===== config.mk =====
export PLATFORM = sky130hd
export DESIGN_NAME = tbarm_top
export DESIGN_NICKNAME = d
export VERILOG_FILES = /design/src/rtl/tbarm_top.v
export VERILOG_INCLUDE_DIRS = /design/src /design/src/rtl
export SDC_FILE = /design/constraint.sdc
export NUM_CORES = 1
export LEC_CHECK = 0
export BUFFER_PORTS_ARGS = -buffer_cell sky130_fd_sc_hd__buf_2
export CORE_AREA = 2 2 208 210
export DETAILED_ROUTE_END_ITERATION = 8
export DIE_AREA = 0 0 210 212
export PLACE_DENSITY = 0.66
export SYNTH_ARGS = -nofsm -noshare
export SYNTH_HDL_FRONTEND = slang
export SYNTH_SLANG_ARGS = --single-unit

===== constraint.sdc =====
create_clock -name core_clk_i -period 12.6 [get_ports core_clk_i]
set_clock_uncertainty 0.2 [all_clocks]
set_input_delay 0.63 -clock core_clk_i [delete_from_list [all_inputs] [get_ports core_clk_i]]
set_output_delay 0.63 -clock core_clk_i [all_outputs]
set_load 0.005 [all_outputs]

===== src/rtl/tbarm_defs.vh =====
// constants for the timebase select and interval arming block
// assumes a 100 MHz core clock and a 32-bit AXI4-Lite register bus
`ifndef TBARM_DEFS_VH
`define TBARM_DEFS_VH
// register byte offsets
`define TBARM_TB_SRC      6'h00
`define TBARM_TB_AUTO     6'h04
`define TBARM_REF_HZ      6'h08
`define TBARM_REF_TXT0    6'h0C
`define TBARM_REF_TXT1    6'h10
`define TBARM_REF_TXT2    6'h14
`define TBARM_ARM_CFG     6'h18
`define TBARM_STOP_DLY    6'h1C
`define TBARM_START_ECNT  6'h20
`define TBARM_STOP_ECNT   6'h24
`define TBARM_STATUS      6'h28
`define TBARM_CMD         6'h2C
// arm config fields
`define TBARM_CF_TWO_LAYER 0
`define TBARM_CF_START_EXT 1
`define TBARM_CF_START_NEG 2
`define TBARM_CF_STOP_TIM  3
`define TBARM_CF_IN1_LO    4
`define TBARM_CF_STOP_EXT  6
`define TBARM_CF_STOP_NEG  7
`define TBARM_CF_IN2_LO    8
`define TBARM_CF_FUNC_LO   10
`define TBARM_CF_W         13
// inner source codes and function codes
`define TBARM_IN_IMM      2'h0
`define TBARM_IN_TIM      2'h1
`define TBARM_IN_EVT      2'h2
`define TBARM_FN_TI       3'h0
// reset values
`define TBARM_RST_AUTO    1'b1
`define TBARM_RST_CFG     13'h0000
`define TBARM_RST_DLY     20'h003E8
`define TBARM_RST_ECNT    27'h0000001
// stop delay in 10 us units: short up to 99.99 ms, long 100 ms..10 s in 1 ms steps
`define TBARM_DLY_LONG    20'h02710
`define TBARM_DLY_MAX     20'hF4240
`define TBARM_DLY_LSTEP   20'h00064
`define TBARM_DLY_MIN_NEW 20'h0000A
`define TBARM_ECNT_MAX    27'h5F5E0FF
// reference frequency measurement, 100 us window
`define TBARM_CLK_HZ      100000000
`define TBARM_WIN_NS      100000
`define TBARM_WIN_CYC     ((`TBARM_WIN_NS / 10) * (`TBARM_CLK_HZ / 100000000))
`define TBARM_EDG_1M      11'd100
`define TBARM_EDG_5M      11'd500
`define TBARM_EDG_10M     11'd1000
`define TBARM_EDG_TOL     11'd2
// per 10 us delay tick: core clocks on the internal timebase, reference edges on the external one
`define TBARM_TICK_INT    10'd1000
`define TBARM_TICK_1M     10'd10
`define TBARM_TICK_5M     10'd50
`define TBARM_TICK_10M    10'd100
`define TBARM_NAN_HZ      32'hFFFFFFFF
`endif


===== src/rtl/tbarm_top.v =====
// timebase selection and time-interval start/stop arming, AXI4-Lite slave
// assumes ref_in_i, ext_arm_i and the event pins are asynchronous pins
// What this block does
// - reference query gives Hz, 1..10 MHz
// - unknown external frequency, auto off: NaN
// - internal timebase active: query gives NaN
// - timebase source internal or external reference
// - writing timebase source clears auto select
// - auto on: source read shows chosen timebase
// - auto picks external only at 1/5/10 MHz
// - auto enable reads '0'/'1', resets on
// - save and recall leave timebase settings alone
// - single layer: start imm/ext, stop imm/timer
// - start resets immediate, slope rising_edge_polarity, external only
// - stop source only for plain time interval
// - delay ranges: 0.01 ms short, 1 ms long
// - delay resets 10 ms, used with timer only
// - older units raise the short minimum
// - two layer: outer and inner sources each
// - immediate outer start forces immediate inner start
// - pulse functions use only the outer start
// - reference frequency answer also as six-digit ascii float
// - start event count 1..99999999, resets 1
//
// Implementation choices: the register addresses and register access over AXI4-Lite.
`timescale 1ns/10ps
`include "tbarm_defs.vh"
module tbarm_top #(
  parameter integer WIN_CYC = `TBARM_WIN_CYC,
  parameter [19:0]  DLY_MIN = `TBARM_DLY_MIN_NEW
) (
  input  wire        core_clk_i,
  input  wire        rst_b_i,
  input  wire [5:0]  s_axi_awaddr_i,
  input  wire        s_axi_awvalid_i,
  output reg         s_axi_awready_o,
  input  wire [31:0] s_axi_wdata_i,
  input  wire [3:0]  s_axi_wstrb_i,
  input  wire        s_axi_wvalid_i,
  output reg         s_axi_wready_o,
  output reg  [1:0]  s_axi_bresp_o,
  output reg         s_axi_bvalid_o,
  input  wire        s_axi_bready_i,
  input  wire [5:0]  s_axi_araddr_i,
  input  wire        s_axi_arvalid_i,
  output reg         s_axi_arready_o,
  output reg  [31:0] s_axi_rdata_o,
  output reg  [1:0]  s_axi_rresp_o,
  output reg         s_axi_rvalid_o,
  input  wire        s_axi_rready_i,
  input  wire        ref_in_i,
  input  wire        ext_arm_i,
  input  wire        start_evt_i,
  input  wire        stop_evt_i,
  output reg         tb_ext_o,
  output reg         start_arm_o,
  output reg         stop_arm_o,
  output reg         busy_o
);
  localparam [5:0] S_IDLE = 6'h01, S_OUT1 = 6'h02, S_DLY1 = 6'h04,
                   S_OUT2 = 6'h08, S_DLY2 = 6'h10, S_DONE = 6'h20;

  // pin synchronisers; stage one feeds stage two only
  reg  [3:0]  sy1_r;
  reg  [3:0]  sy2_r;
  reg  [3:0]  sy3_r;
  wire        ref_rise  = sy2_r[0] & ~sy3_r[0];
  wire        arm_rise  = sy2_r[1] & ~sy3_r[1];
  wire        arm_fall  = ~sy2_r[1] & sy3_r[1];
  wire        sevt_rise = sy2_r[2] & ~sy3_r[2];
  wire        pevt_rise = sy2_r[3] & ~sy3_r[3];

  always @(posedge core_clk_i or negedge rst_b_i) begin
    if (!rst_b_i) begin
      sy1_r <= 4'h0;
      sy2_r <= 4'h0;
      sy3_r <= 4'h0;
    end else begin
      sy1_r <= {stop_evt_i, start_evt_i, ext_arm_i, ref_in_i};
      sy2_r <= sy1_r;
      sy3_r <= sy2_r;
    end
  end

  // reference frequency classification over a fixed window
  reg  [31:0] win_cnt_r;
  reg  [10:0] edg_cnt_r;
  reg  [1:0]  ref_cls_r;   // 0 none/invalid, 1 = 1 MHz, 2 = 5 MHz, 3 = 10 MHz
  wire [10:0] edg_hi  = edg_cnt_r + `TBARM_EDG_TOL;
  wire [10:0] edg_lo  = edg_cnt_r - `TBARM_EDG_TOL;
  wire        in_1m   = (edg_hi >= `TBARM_EDG_1M) && (edg_lo <= `TBARM_EDG_1M);
  wire        in_5m   = (edg_hi >= `TBARM_EDG_5M) && (edg_lo <= `TBARM_EDG_5M);
  wire        in_10m  = (edg_hi >= `TBARM_EDG_10M) && (edg_lo <= `TBARM_EDG_10M);
  wire [1:0]  cls_nxt = in_1m ? 2'h1 : (in_5m ? 2'h2 : (in_10m ? 2'h3 : 2'h0));

  always @(posedge core_clk_i or negedge rst_b_i) begin
    if (!rst_b_i) begin
      win_cnt_r <= 32'h0;
      edg_cnt_r <= 11'h0;
      ref_cls_r <= 2'h0;
    end else if (win_cnt_r == WIN_CYC - 1) begin
      win_cnt_r <= 32'h0;
      edg_cnt_r <= {10'h0, ref_rise};
      ref_cls_r <= cls_nxt;
    end else begin
      win_cnt_r <= win_cnt_r + 32'h1;
      if (ref_rise && edg_cnt_r != 11'h7FF)
        edg_cnt_r <= edg_cnt_r + 11'h1;
    end
  end

  // software state
  reg         src_ext_r;
  reg         auto_r;
  reg  [12:0] cfg_r;
  reg  [12:0] cfg_save_r;
  reg  [19:0] dly_r;
  reg  [26:0] secnt_r;
  reg  [26:0] pecnt_r;
  reg  [5:0]  st_r;

  wire        ref_ok  = (ref_cls_r != 2'h0);
  wire        act_ext = auto_r ? ref_ok : src_ext_r;
  wire        known   = act_ext & ref_ok;
  reg  [31:0] ref_hz;
  reg  [95:0] ref_txt;

  always @* begin
    ref_hz  = `TBARM_NAN_HZ;
    ref_txt = "9.91000E+37 ";
    if (known) begin
      case (ref_cls_r)
        2'h1: begin
          ref_hz  = 32'h000F4240;
          ref_txt = "1.00000E+06 ";
        end
        2'h2: begin
          ref_hz  = 32'h004C4B40;
          ref_txt = "5.00000E+06 ";
        end
        default: begin
          ref_hz  = 32'h00989680;
          ref_txt = "1.00000E+07 ";
        end
      endcase
    end
  end

  function [31:0] rd_mux;
    input [5:0] a;
    begin
      case (a)
        `TBARM_TB_SRC:     rd_mux = {31'h0, act_ext};
        `TBARM_TB_AUTO:    rd_mux = auto_r ? 32'h00000031 : 32'h00000030;
        `TBARM_REF_HZ:     rd_mux = ref_hz;
        `TBARM_REF_TXT0:   rd_mux = ref_txt[95:64];
        `TBARM_REF_TXT1:   rd_mux = ref_txt[63:32];
        `TBARM_REF_TXT2:   rd_mux = ref_txt[31:0];
        `TBARM_ARM_CFG:    rd_mux = {19'h0, cfg_r};
        `TBARM_STOP_DLY:   rd_mux = {12'h0, dly_r};
        `TBARM_START_ECNT: rd_mux = {5'h0, secnt_r};
        `TBARM_STOP_ECNT:  rd_mux = {5'h0, pecnt_r};
        `TBARM_STATUS:     rd_mux = {26'h0, ref_cls_r, ref_ok, act_ext, auto_r, busy_o};
        default:           rd_mux = 32'h0;
      endcase
    end
  endfunction

  // AXI4-Lite write path: address and data captured in either order
  reg         aw_hold_r;
  reg         w_hold_r;
  reg  [5:0]  aw_addr_r;
  reg  [31:0] w_data_r;
  reg  [3:0]  w_strb_r;
  wire        wr_go = aw_hold_r & w_hold_r & ~s_axi_bvalid_o;
  wire        wr_map = (aw_addr_r[1:0] == 2'h0) && (aw_addr_r <= `TBARM_CMD);
  wire        rd_map = (s_axi_araddr_i[1:0] == 2'h0) && (s_axi_araddr_i <= `TBARM_CMD);
  reg  [31:0] wmask;
  reg  [31:0] wval;
  reg  [19:0] dly_nxt;
  reg  [26:0] ecnt_a;
  reg  [26:0] ecnt_b;
  reg  [12:0] cfg_nxt;

  always @* begin
    wmask = {{8{w_strb_r[3]}}, {8{w_strb_r[2]}}, {8{w_strb_r[1]}}, {8{w_strb_r[0]}}};
    wval  = (rd_mux(aw_addr_r) & ~wmask) | (w_data_r & wmask);
    // clamp to range, long range truncated to 1 ms steps
    if (wval[31:20] == 12'h0 && wval[19:0] < DLY_MIN)
      dly_nxt = DLY_MIN;
    else if (wval[31:20] != 12'h0 || wval[19:0] > `TBARM_DLY_MAX)
      dly_nxt = `TBARM_DLY_MAX;
    else if (wval[19:0] >= `TBARM_DLY_LONG)
      dly_nxt = wval[19:0] - (wval[19:0] % `TBARM_DLY_LSTEP);
    else
      dly_nxt = wval[19:0];
    ecnt_a = (wval[26:0] == 27'h0) ? 27'h1 : wval[26:0];
    ecnt_b = (wval[31:27] != 5'h0 || ecnt_a > `TBARM_ECNT_MAX) ? `TBARM_ECNT_MAX : ecnt_a;
    cfg_nxt = wval[12:0];
    if (cfg_nxt[`TBARM_CF_IN1_LO+1 -: 2] == 2'h3)
      cfg_nxt[`TBARM_CF_IN1_LO+1 -: 2] = `TBARM_IN_IMM;
    if (cfg_nxt[`TBARM_CF_IN2_LO+1 -: 2] == 2'h3)
      cfg_nxt[`TBARM_CF_IN2_LO+1 -: 2] = `TBARM_IN_IMM;
    if (!cfg_nxt[`TBARM_CF_START_EXT])
      cfg_nxt[`TBARM_CF_IN1_LO+1 -: 2] = `TBARM_IN_IMM;
  end
  wire        meas_go = wr_go && aw_addr_r == `TBARM_CMD && w_strb_r[0] && w_data_r[2];
  always @(posedge core_clk_i or negedge rst_b_i) begin
    if (!rst_b_i) begin
      aw_hold_r       <= 1'b0;
      w_hold_r        <= 1'b0;
      aw_addr_r       <= 6'h0;
      w_data_r        <= 32'h0;
      w_strb_r        <= 4'h0;
      s_axi_awready_o <= 1'b0;
      s_axi_wready_o  <= 1'b0;
      s_axi_bvalid_o  <= 1'b0;
      s_axi_bresp_o   <= 2'h0;
      src_ext_r       <= 1'b0;
      auto_r          <= `TBARM_RST_AUTO;
      cfg_r           <= `TBARM_RST_CFG;
      cfg_save_r      <= `TBARM_RST_CFG;
      dly_r           <= `TBARM_RST_DLY;
      secnt_r         <= `TBARM_RST_ECNT;
      pecnt_r         <= `TBARM_RST_ECNT;
    end else begin
      s_axi_awready_o <= ~aw_hold_r & ~s_axi_awready_o & s_axi_awvalid_i;
      s_axi_wready_o  <= ~w_hold_r & ~s_axi_wready_o & s_axi_wvalid_i;
      if (s_axi_awvalid_i && s_axi_awready_o) begin
        aw_hold_r <= 1'b1;
        aw_addr_r <= s_axi_awaddr_i;
      end
      if (s_axi_wvalid_i && s_axi_wready_o) begin
        w_hold_r <= 1'b1;
        w_data_r <= s_axi_wdata_i;
        w_strb_r <= s_axi_wstrb_i;
      end
      if (s_axi_bvalid_o && s_axi_bready_i)
        s_axi_bvalid_o <= 1'b0;
      if (wr_go) begin
        aw_hold_r      <= 1'b0;
        w_hold_r       <= 1'b0;
        s_axi_bvalid_o <= 1'b1;
        s_axi_bresp_o  <= wr_map ? 2'h0 : 2'h3;
        case (aw_addr_r)
          `TBARM_TB_SRC: begin
            src_ext_r <= wval[0];
            auto_r    <= 1'b0;
          end
          `TBARM_TB_AUTO: auto_r <= wval[0];
          `TBARM_ARM_CFG: begin
            if (st_r == S_IDLE)
              cfg_r <= cfg_nxt;
          end
          `TBARM_STOP_DLY:   dly_r   <= dly_nxt;
          `TBARM_START_ECNT: secnt_r <= ecnt_b;
          `TBARM_STOP_ECNT:  pecnt_r <= ecnt_b;
          `TBARM_CMD: begin
            // save/recall cover arm setup only; timebase state untouched
            if (w_strb_r[0] && w_data_r[0])
              cfg_save_r <= cfg_r;
            if (w_strb_r[0] && w_data_r[1] && st_r == S_IDLE)
              cfg_r <= cfg_save_r;
          end
          default: ;
        endcase
      end
    end
  end

  // AXI4-Lite read path, answer one cycle after acceptance
  always @(posedge core_clk_i or negedge rst_b_i) begin
    if (!rst_b_i) begin
      s_axi_arready_o <= 1'b0;
      s_axi_rvalid_o  <= 1'b0;
      s_axi_rdata_o   <= 32'h0;
      s_axi_rresp_o   <= 2'h0;
    end else begin
      s_axi_arready_o <= ~s_axi_arready_o & ~s_axi_rvalid_o & s_axi_arvalid_i;
      if (s_axi_arvalid_i && s_axi_arready_o) begin
        s_axi_rvalid_o <= 1'b1;
        s_axi_rdata_o  <= rd_mux(s_axi_araddr_i);
        s_axi_rresp_o  <= rd_map ? 2'h0 : 2'h3;
      end else if (s_axi_rvalid_o && s_axi_rready_i) begin
        s_axi_rvalid_o <= 1'b0;
      end
    end
  end

  // effective arm plan, frozen at measurement start
  wire        two   = cfg_r[`TBARM_CF_TWO_LAYER];
  wire        is_ti = cfg_r[`TBARM_CF_FUNC_LO+2 -: 3] == `TBARM_FN_TI;
  reg  [1:0]  in1_r;
  reg  [1:0]  in2_r;
  reg         out1_r;
  reg         out2_r;
  reg         neg1_r;
  reg         neg2_r;
  reg         run_ext_r;
  reg  [9:0]  tick_len_r;
  reg  [9:0]  pre_r;
  reg  [26:0] cnt_r;
  wire        tick = (pre_r == tick_len_r - 10'h1) && (run_ext_r ? ref_rise : 1'b1);
  wire        edg1 = neg1_r ? arm_fall : arm_rise;
  wire        edg2 = neg2_r ? arm_fall : arm_rise;
  reg  [1:0]  st_in1;
  reg  [1:0]  st_in2;

  always @* begin
    st_in1 = two ? cfg_r[`TBARM_CF_IN1_LO+1 -: 2] : `TBARM_IN_IMM;
    st_in2 = two ? cfg_r[`TBARM_CF_IN2_LO+1 -: 2]
                 : (cfg_r[`TBARM_CF_STOP_TIM] ? `TBARM_IN_TIM : `TBARM_IN_IMM);
    if (!is_ti) begin
      st_in1 = `TBARM_IN_IMM;
      st_in2 = `TBARM_IN_IMM;
    end
  end
  always @(posedge core_clk_i or negedge rst_b_i) begin
    if (!rst_b_i) begin
      st_r        <= S_IDLE;
      in1_r       <= 2'h0;
      in2_r       <= 2'h0;
      out1_r      <= 1'b0;
      out2_r      <= 1'b0;
      neg1_r      <= 1'b0;
      neg2_r      <= 1'b0;
      run_ext_r   <= 1'b0;
      tick_len_r  <= `TBARM_TICK_INT;
      pre_r       <= 10'h0;
      cnt_r       <= 27'h0;
      start_arm_o <= 1'b0;
      stop_arm_o  <= 1'b0;
      busy_o      <= 1'b0;
      tb_ext_o    <= 1'b0;
    end else begin
      start_arm_o <= 1'b0;
      stop_arm_o  <= 1'b0;
      busy_o      <= (st_r != S_IDLE);
      if (st_r == S_IDLE)
        tb_ext_o <= act_ext;
      if (tick || st_r == S_IDLE)
        pre_r <= 10'h0;
      else if (!run_ext_r || ref_rise)
        pre_r <= pre_r + 10'h1;
      case (st_r)
        S_IDLE: begin
          if (meas_go) begin
            in1_r     <= st_in1;
            in2_r     <= st_in2;
            out1_r    <= cfg_r[`TBARM_CF_START_EXT];
            out2_r    <= two & is_ti & cfg_r[`TBARM_CF_STOP_EXT];
            neg1_r    <= cfg_r[`TBARM_CF_START_NEG];
            neg2_r    <= cfg_r[`TBARM_CF_STOP_NEG];
            // timebase latched here so a switch applies to the next run
            run_ext_r <= act_ext;
            case (ref_cls_r)
              2'h1:    tick_len_r <= act_ext ? `TBARM_TICK_1M : `TBARM_TICK_INT;
              2'h2:    tick_len_r <= act_ext ? `TBARM_TICK_5M : `TBARM_TICK_INT;
              default: tick_len_r <= act_ext ? `TBARM_TICK_10M : `TBARM_TICK_INT;
            endcase
            st_r <= S_OUT1;
          end
        end
        S_OUT1: begin
          if (!out1_r || edg1) begin
            cnt_r <= (in1_r == `TBARM_IN_EVT) ? secnt_r : {7'h0, dly_r};
            st_r  <= S_DLY1;
          end
        end
        S_DLY1: begin
          if (in1_r == `TBARM_IN_IMM || cnt_r <= 27'h1 &&
              (in1_r == `TBARM_IN_TIM ? tick : sevt_rise)) begin
            start_arm_o <= 1'b1;
            st_r        <= S_OUT2;
          end else if (in1_r == `TBARM_IN_TIM ? tick : sevt_rise) begin
            cnt_r <= cnt_r - 27'h1;
          end
        end
        S_OUT2: begin
          if (!out2_r || edg2) begin
            cnt_r <= (in2_r == `TBARM_IN_EVT) ? pecnt_r : {7'h0, dly_r};
            st_r  <= S_DLY2;
          end
        end
        S_DLY2: begin
          if (in2_r == `TBARM_IN_IMM || cnt_r <= 27'h1 &&
              (in2_r == `TBARM_IN_TIM ? tick : pevt_rise)) begin
            stop_arm_o <= 1'b1;
            st_r       <= S_DONE;
          end else if (in2_r == `TBARM_IN_TIM ? tick : pevt_rise) begin
            cnt_r <= cnt_r - 27'h1;
          end
        end
        S_DONE:  st_r <= S_IDLE;
        default: st_r <= S_IDLE;
      endcase
    end
  end

endmodule // tbarm_top


==> Implementation_results.wiki <==
{| class="wikitable"
! Metric !! Value
|-
| Share of flip-flops with an asynchronous set or reset || 100%
|-
| Clock root buffer || clkbuf_16
|-
| CTS clk-pin slew, worst paths || 0.06 ns
|-
| DR pass1 iterations || 6
|-
| Type of destination of the critical path || flop
|-
| DIE WIDTH || 210 um
|-
| Top FF cell, synth || dfrtp_1
|-
| Sequential area share after synthesis || 36.5%
|-
| Synthesized instance count || 2,435
|-
| Most instantiated library cell after synthesis || dfrtp_1
|-
| Area of all placed cells without fillers || 27,200 um2
|-
| Maximum number of pins on one net before global-route repair || 110
|-
| Minimum clock period after layout || 13.52 ns
|-
| Via count normalized by instance count || 6.19
|-
| Max stage delay on crit path || 0.43 ns
|-
| Number of standard cells in the layout, taps in and fillers out || 3,472
|-
| Number of cell rows || 76
|-
| Violations in the final reports || setup timing
|-
| Post-detailed-placement cell area || 24,400 um2
|-
| Biggest fanout along the worst timing path || 5
|-
| Dominant combinational cell family by area after synthesis || compound AO/OA/AOI/OAI gates
|-
| Share of synthesized cell area in and, or, nand and nor gates || 20.7%
|-
| Most used cell along the critical path || buf_4
|-
| Clock tree from TritonCTS || built
|-
| Class of the worst hold path || in2reg
|-
| Port Buffers || 103
|-
| Fmax || 73.9 MHz
|-
| CP Data Required Time || 12.83 ns
|-
| Sequential cell area in the final layout || 7630 um2
|-
| Final worst hold slack || 0.0803 ns
|-
| I/O Pins || 104
|-
| Number of cells after detailed placement || 3,299
|-
| Routed wire length per instance || 20.7 um
|-
| Main area contributors after synthesis || dfrtp_1, nand2_1, o21ai_0
|-
| Vias in the first global route || 20,593
|-
| Synthesized-area fraction occupied by adder cells || 1.92%
|-
| Number of levels the H-tree was split into || 2
|-
| Clock sink count || 304
|-
| Starting Density || 49.1%
|-
| Routability cong. || 0.955
|-
| Die boundary height || 212 um
|-
| Post-synthesis cell type count || 127
|-
| Number of hold violations in the final report || 0
|-
| Number of antenna violations at the first check in global routing || 2
|-
| Number of storage elements in the synthesis netlist || 304
|-
| Total number of vias || 21,504
|-
| Mean Syn Cell Area || 8.58 um2
|-
| Most area-hungry cell type in the Yosys netlist || dfrtp_1
|-
| Total of warnings raised by yosys || 0
|-
| DIE AREA || 44,500 um2
|-
| Area share of xor/xnor cells in the synthesized design || 3.93%
|-
| Std-Cell Core Area || 42,500 um2
|-
| Synth-to-Final Area Change || 30.4%
|-
| Critical path type || reg2reg
|-
| Outcome || finished, violations left
|-
| Routed Antenna Nets || 0
|-
| Critical path launch point type || flop
|-
| Slowest cell on the critical path || a2111o_1
|-
| Maximum root-to-sink buffer count || 3
|-
| Final-report setup violation count || 9
|-
| Post-Synthesis Cell Area || 20,900 um2
|-
| Diodes inserted || 0
|-
| Setup TNS || -4.97 ns
|-
| Fraction of layout instances using a drive strength above 1 || 31.7%
|-
| Data arrival time at the worst-slack endpoint || 13.75 ns
|-
| Clock Latency Late Sink || 0.53 ns
|-
| Actual transition at the worst max-transition pin || 1.20 ns
|-
| Multiplexer share of the synthesized area || 7.54%
|-
| RSZ-0062 raised after global routing || yes
|-
| Number of DRC violations after detailed routing || 0
|-
| Setup ws final || -0.925 ns
|-
| Number of enable flip-flop cells after synthesis || 0
|-
| Filler cells || 3,517
|-
| Area of combinational cells with multiple inputs || 13,500 um2
|-
| Total of max-cap violations || 0
|-
| Gr ovfl total || 0
|-
| GR Util All Layers || 31.9%
|-
| DP Wirelength || 52.3 mm
|-
| Post-layout nets || 2,992
|-
| Final max-slew violation count || 0
|-
| TritonCTS Buffers || 35
|-
| Complex-gate fraction of the synthesized area || 25.3%
|-
| Share of the cycle needed by the critical path after routing || 107%
|-
| Tightest slew margin relative to the limit || 19.1%
|-
| Routed wire length || 71.9 mm
|-
| Synth cell count leaders || dfrtp_1, nand2_1, nor2_1
|-
| Global-route wire length before repair || 113 mm
|-
| First-iteration detailed-routing DRC count || 1,858
|-
| Area share of the largest cell type after synthesis || 34.8%
|}
[sequential cells by signal (all words and copies together) (netlist names), 2 cells and up]
| register | flops |
|---|---|
| aw_addr_r | 6 |
| cfg_r | 13 |
| cfg_save_r | 13 |
| cnt_r | 27 |
| dly_r | 20 |
| edg_cnt_r | 11 |
| in1_r | 2 |
| in2_r | 2 |
| pecnt_r | 27 |
| pre_r | 10 |
| ref_cls_r | 2 |
| s_axi_rdata_o | 31 |
| secnt_r | 27 |
| st_r | 6 |
| sy1_r | 4 |
| sy2_r | 4 |
| sy3_r | 4 |
| tick_len_r | 7 |
| w_data_r | 32 |
| w_strb_r | 4 |
| win_cnt_r | 32 |
[logic make-up (layout without fill, tap and decap cells)]
kind of cell,Yosys count,count (layout)
other,1,12
DFF,304,304
xor gates and xnor gates,92,92
muxes,147,147
adders and majority gates,32,32
and+or+nand+nor,889,889
buffers and inverters,200,680
AOI/OAI and AO/OA,770,770
[cell type report]
class / count / area share (%)
multi-input cells: 1942 / 49.4
flip-flops and latches: 304 / 28.0
repair buffers: 557 / 14.8
clock buffers: 47 / 3.64
well taps: 546 / 2.51
inverters: 61 / 0.891
clock inverters: 15 / 0.744
[path summary, 6_finish.rpt]
| check | start | end | slack, ns | cells after the start |
|---|---|---|---|---|
| max in group asynchronous | rst_b_i | cnt_r[5] | 9.49 | 4 |
| worst min register to register | sy1_r[2] | sy2_r[2] | 0.15 | 0 |
| worst max-delay path | ref_cls_r[1] | dly_r[4] | -0.92 | 73 |
| worst max register to register | ref_cls_r[1] | dly_r[4] | -0.92 | 73 |
| min in group asynchronous | rst_b_i | sy2_r[2] | 0.54 | 2 |
| worst min-delay path | s_axi_bready_i | s_axi_bvalid_o | 0.08 | 2 |
[through the flow]
stage / util [%] / worst slack, ns
after floorplan: - / 0.0166
after global placement: 57.5 / -0.545
after detailed placement: 57.5 / -0.801
after CTS: 62.8 / -0.407
after global routing: 64.1 / -1.46
final: 64.1 / -0.925
[metal layers]
layer	wire, um	global-route usage, %	part of all wire, %	vias up
met5	30	0	0.042	-
met4	2550	11.4	3.6	4
met3	5510	4.90	7.7	173
met2	33000	50.9	46	960
met1	30700	44.2	43	10436
li1	-	-	-	9931
[critical path, delay by kind of cell, from the launching register on]
kind | cells | cell delay, ns
AOI/OAI and AO/OA | 25 | 5.86
and+or+nand+nor | 11 | 1.92
buffers and inverters | 32 | 4.17
xor gates and xnor gates | 3 | 0.43
adders and majority gates | 2 | 0.46
DFF | 1 | 0.35
[layout by cell type (no fill, tap or decap), drive strengths merged, types with 19 or more instances in the layout]
cell	netlist	final
a211oi	34	34
a21o	25	25
a21oi	158	158
a221oi	21	21
a22o	20	20
a22oi	19	19
a31oi	51	51
and2	21	21
and3	35	35
buf	39	552
clkbuf	100	47
dfrtp	290	290
ha	32	32
inv	52	54
mux2	80	80
mux2i	67	67
nand2	284	284
nand2b	31	31
nand3	63	63
nand4	21	21
nor2	232	232
nor3	77	77
nor4	32	32
o211ai	22	22
o21ai	225	225
o22ai	32	32
o31ai	23	23
xnor2	62	62
xor2	30	30
[repair_timing]
action	in CTS	in global routing
resized for setup	96	70
setup buffers	80	28
hold buffers	5	0
pin swaps	89	67
endpoints found under the hold margin	10	0
endpoints found under the setup margin	8	14
Power is left out: the tool's default activity adds up to more than one toggle a clock period on the data nets, which glitch-free logic cannot reach.
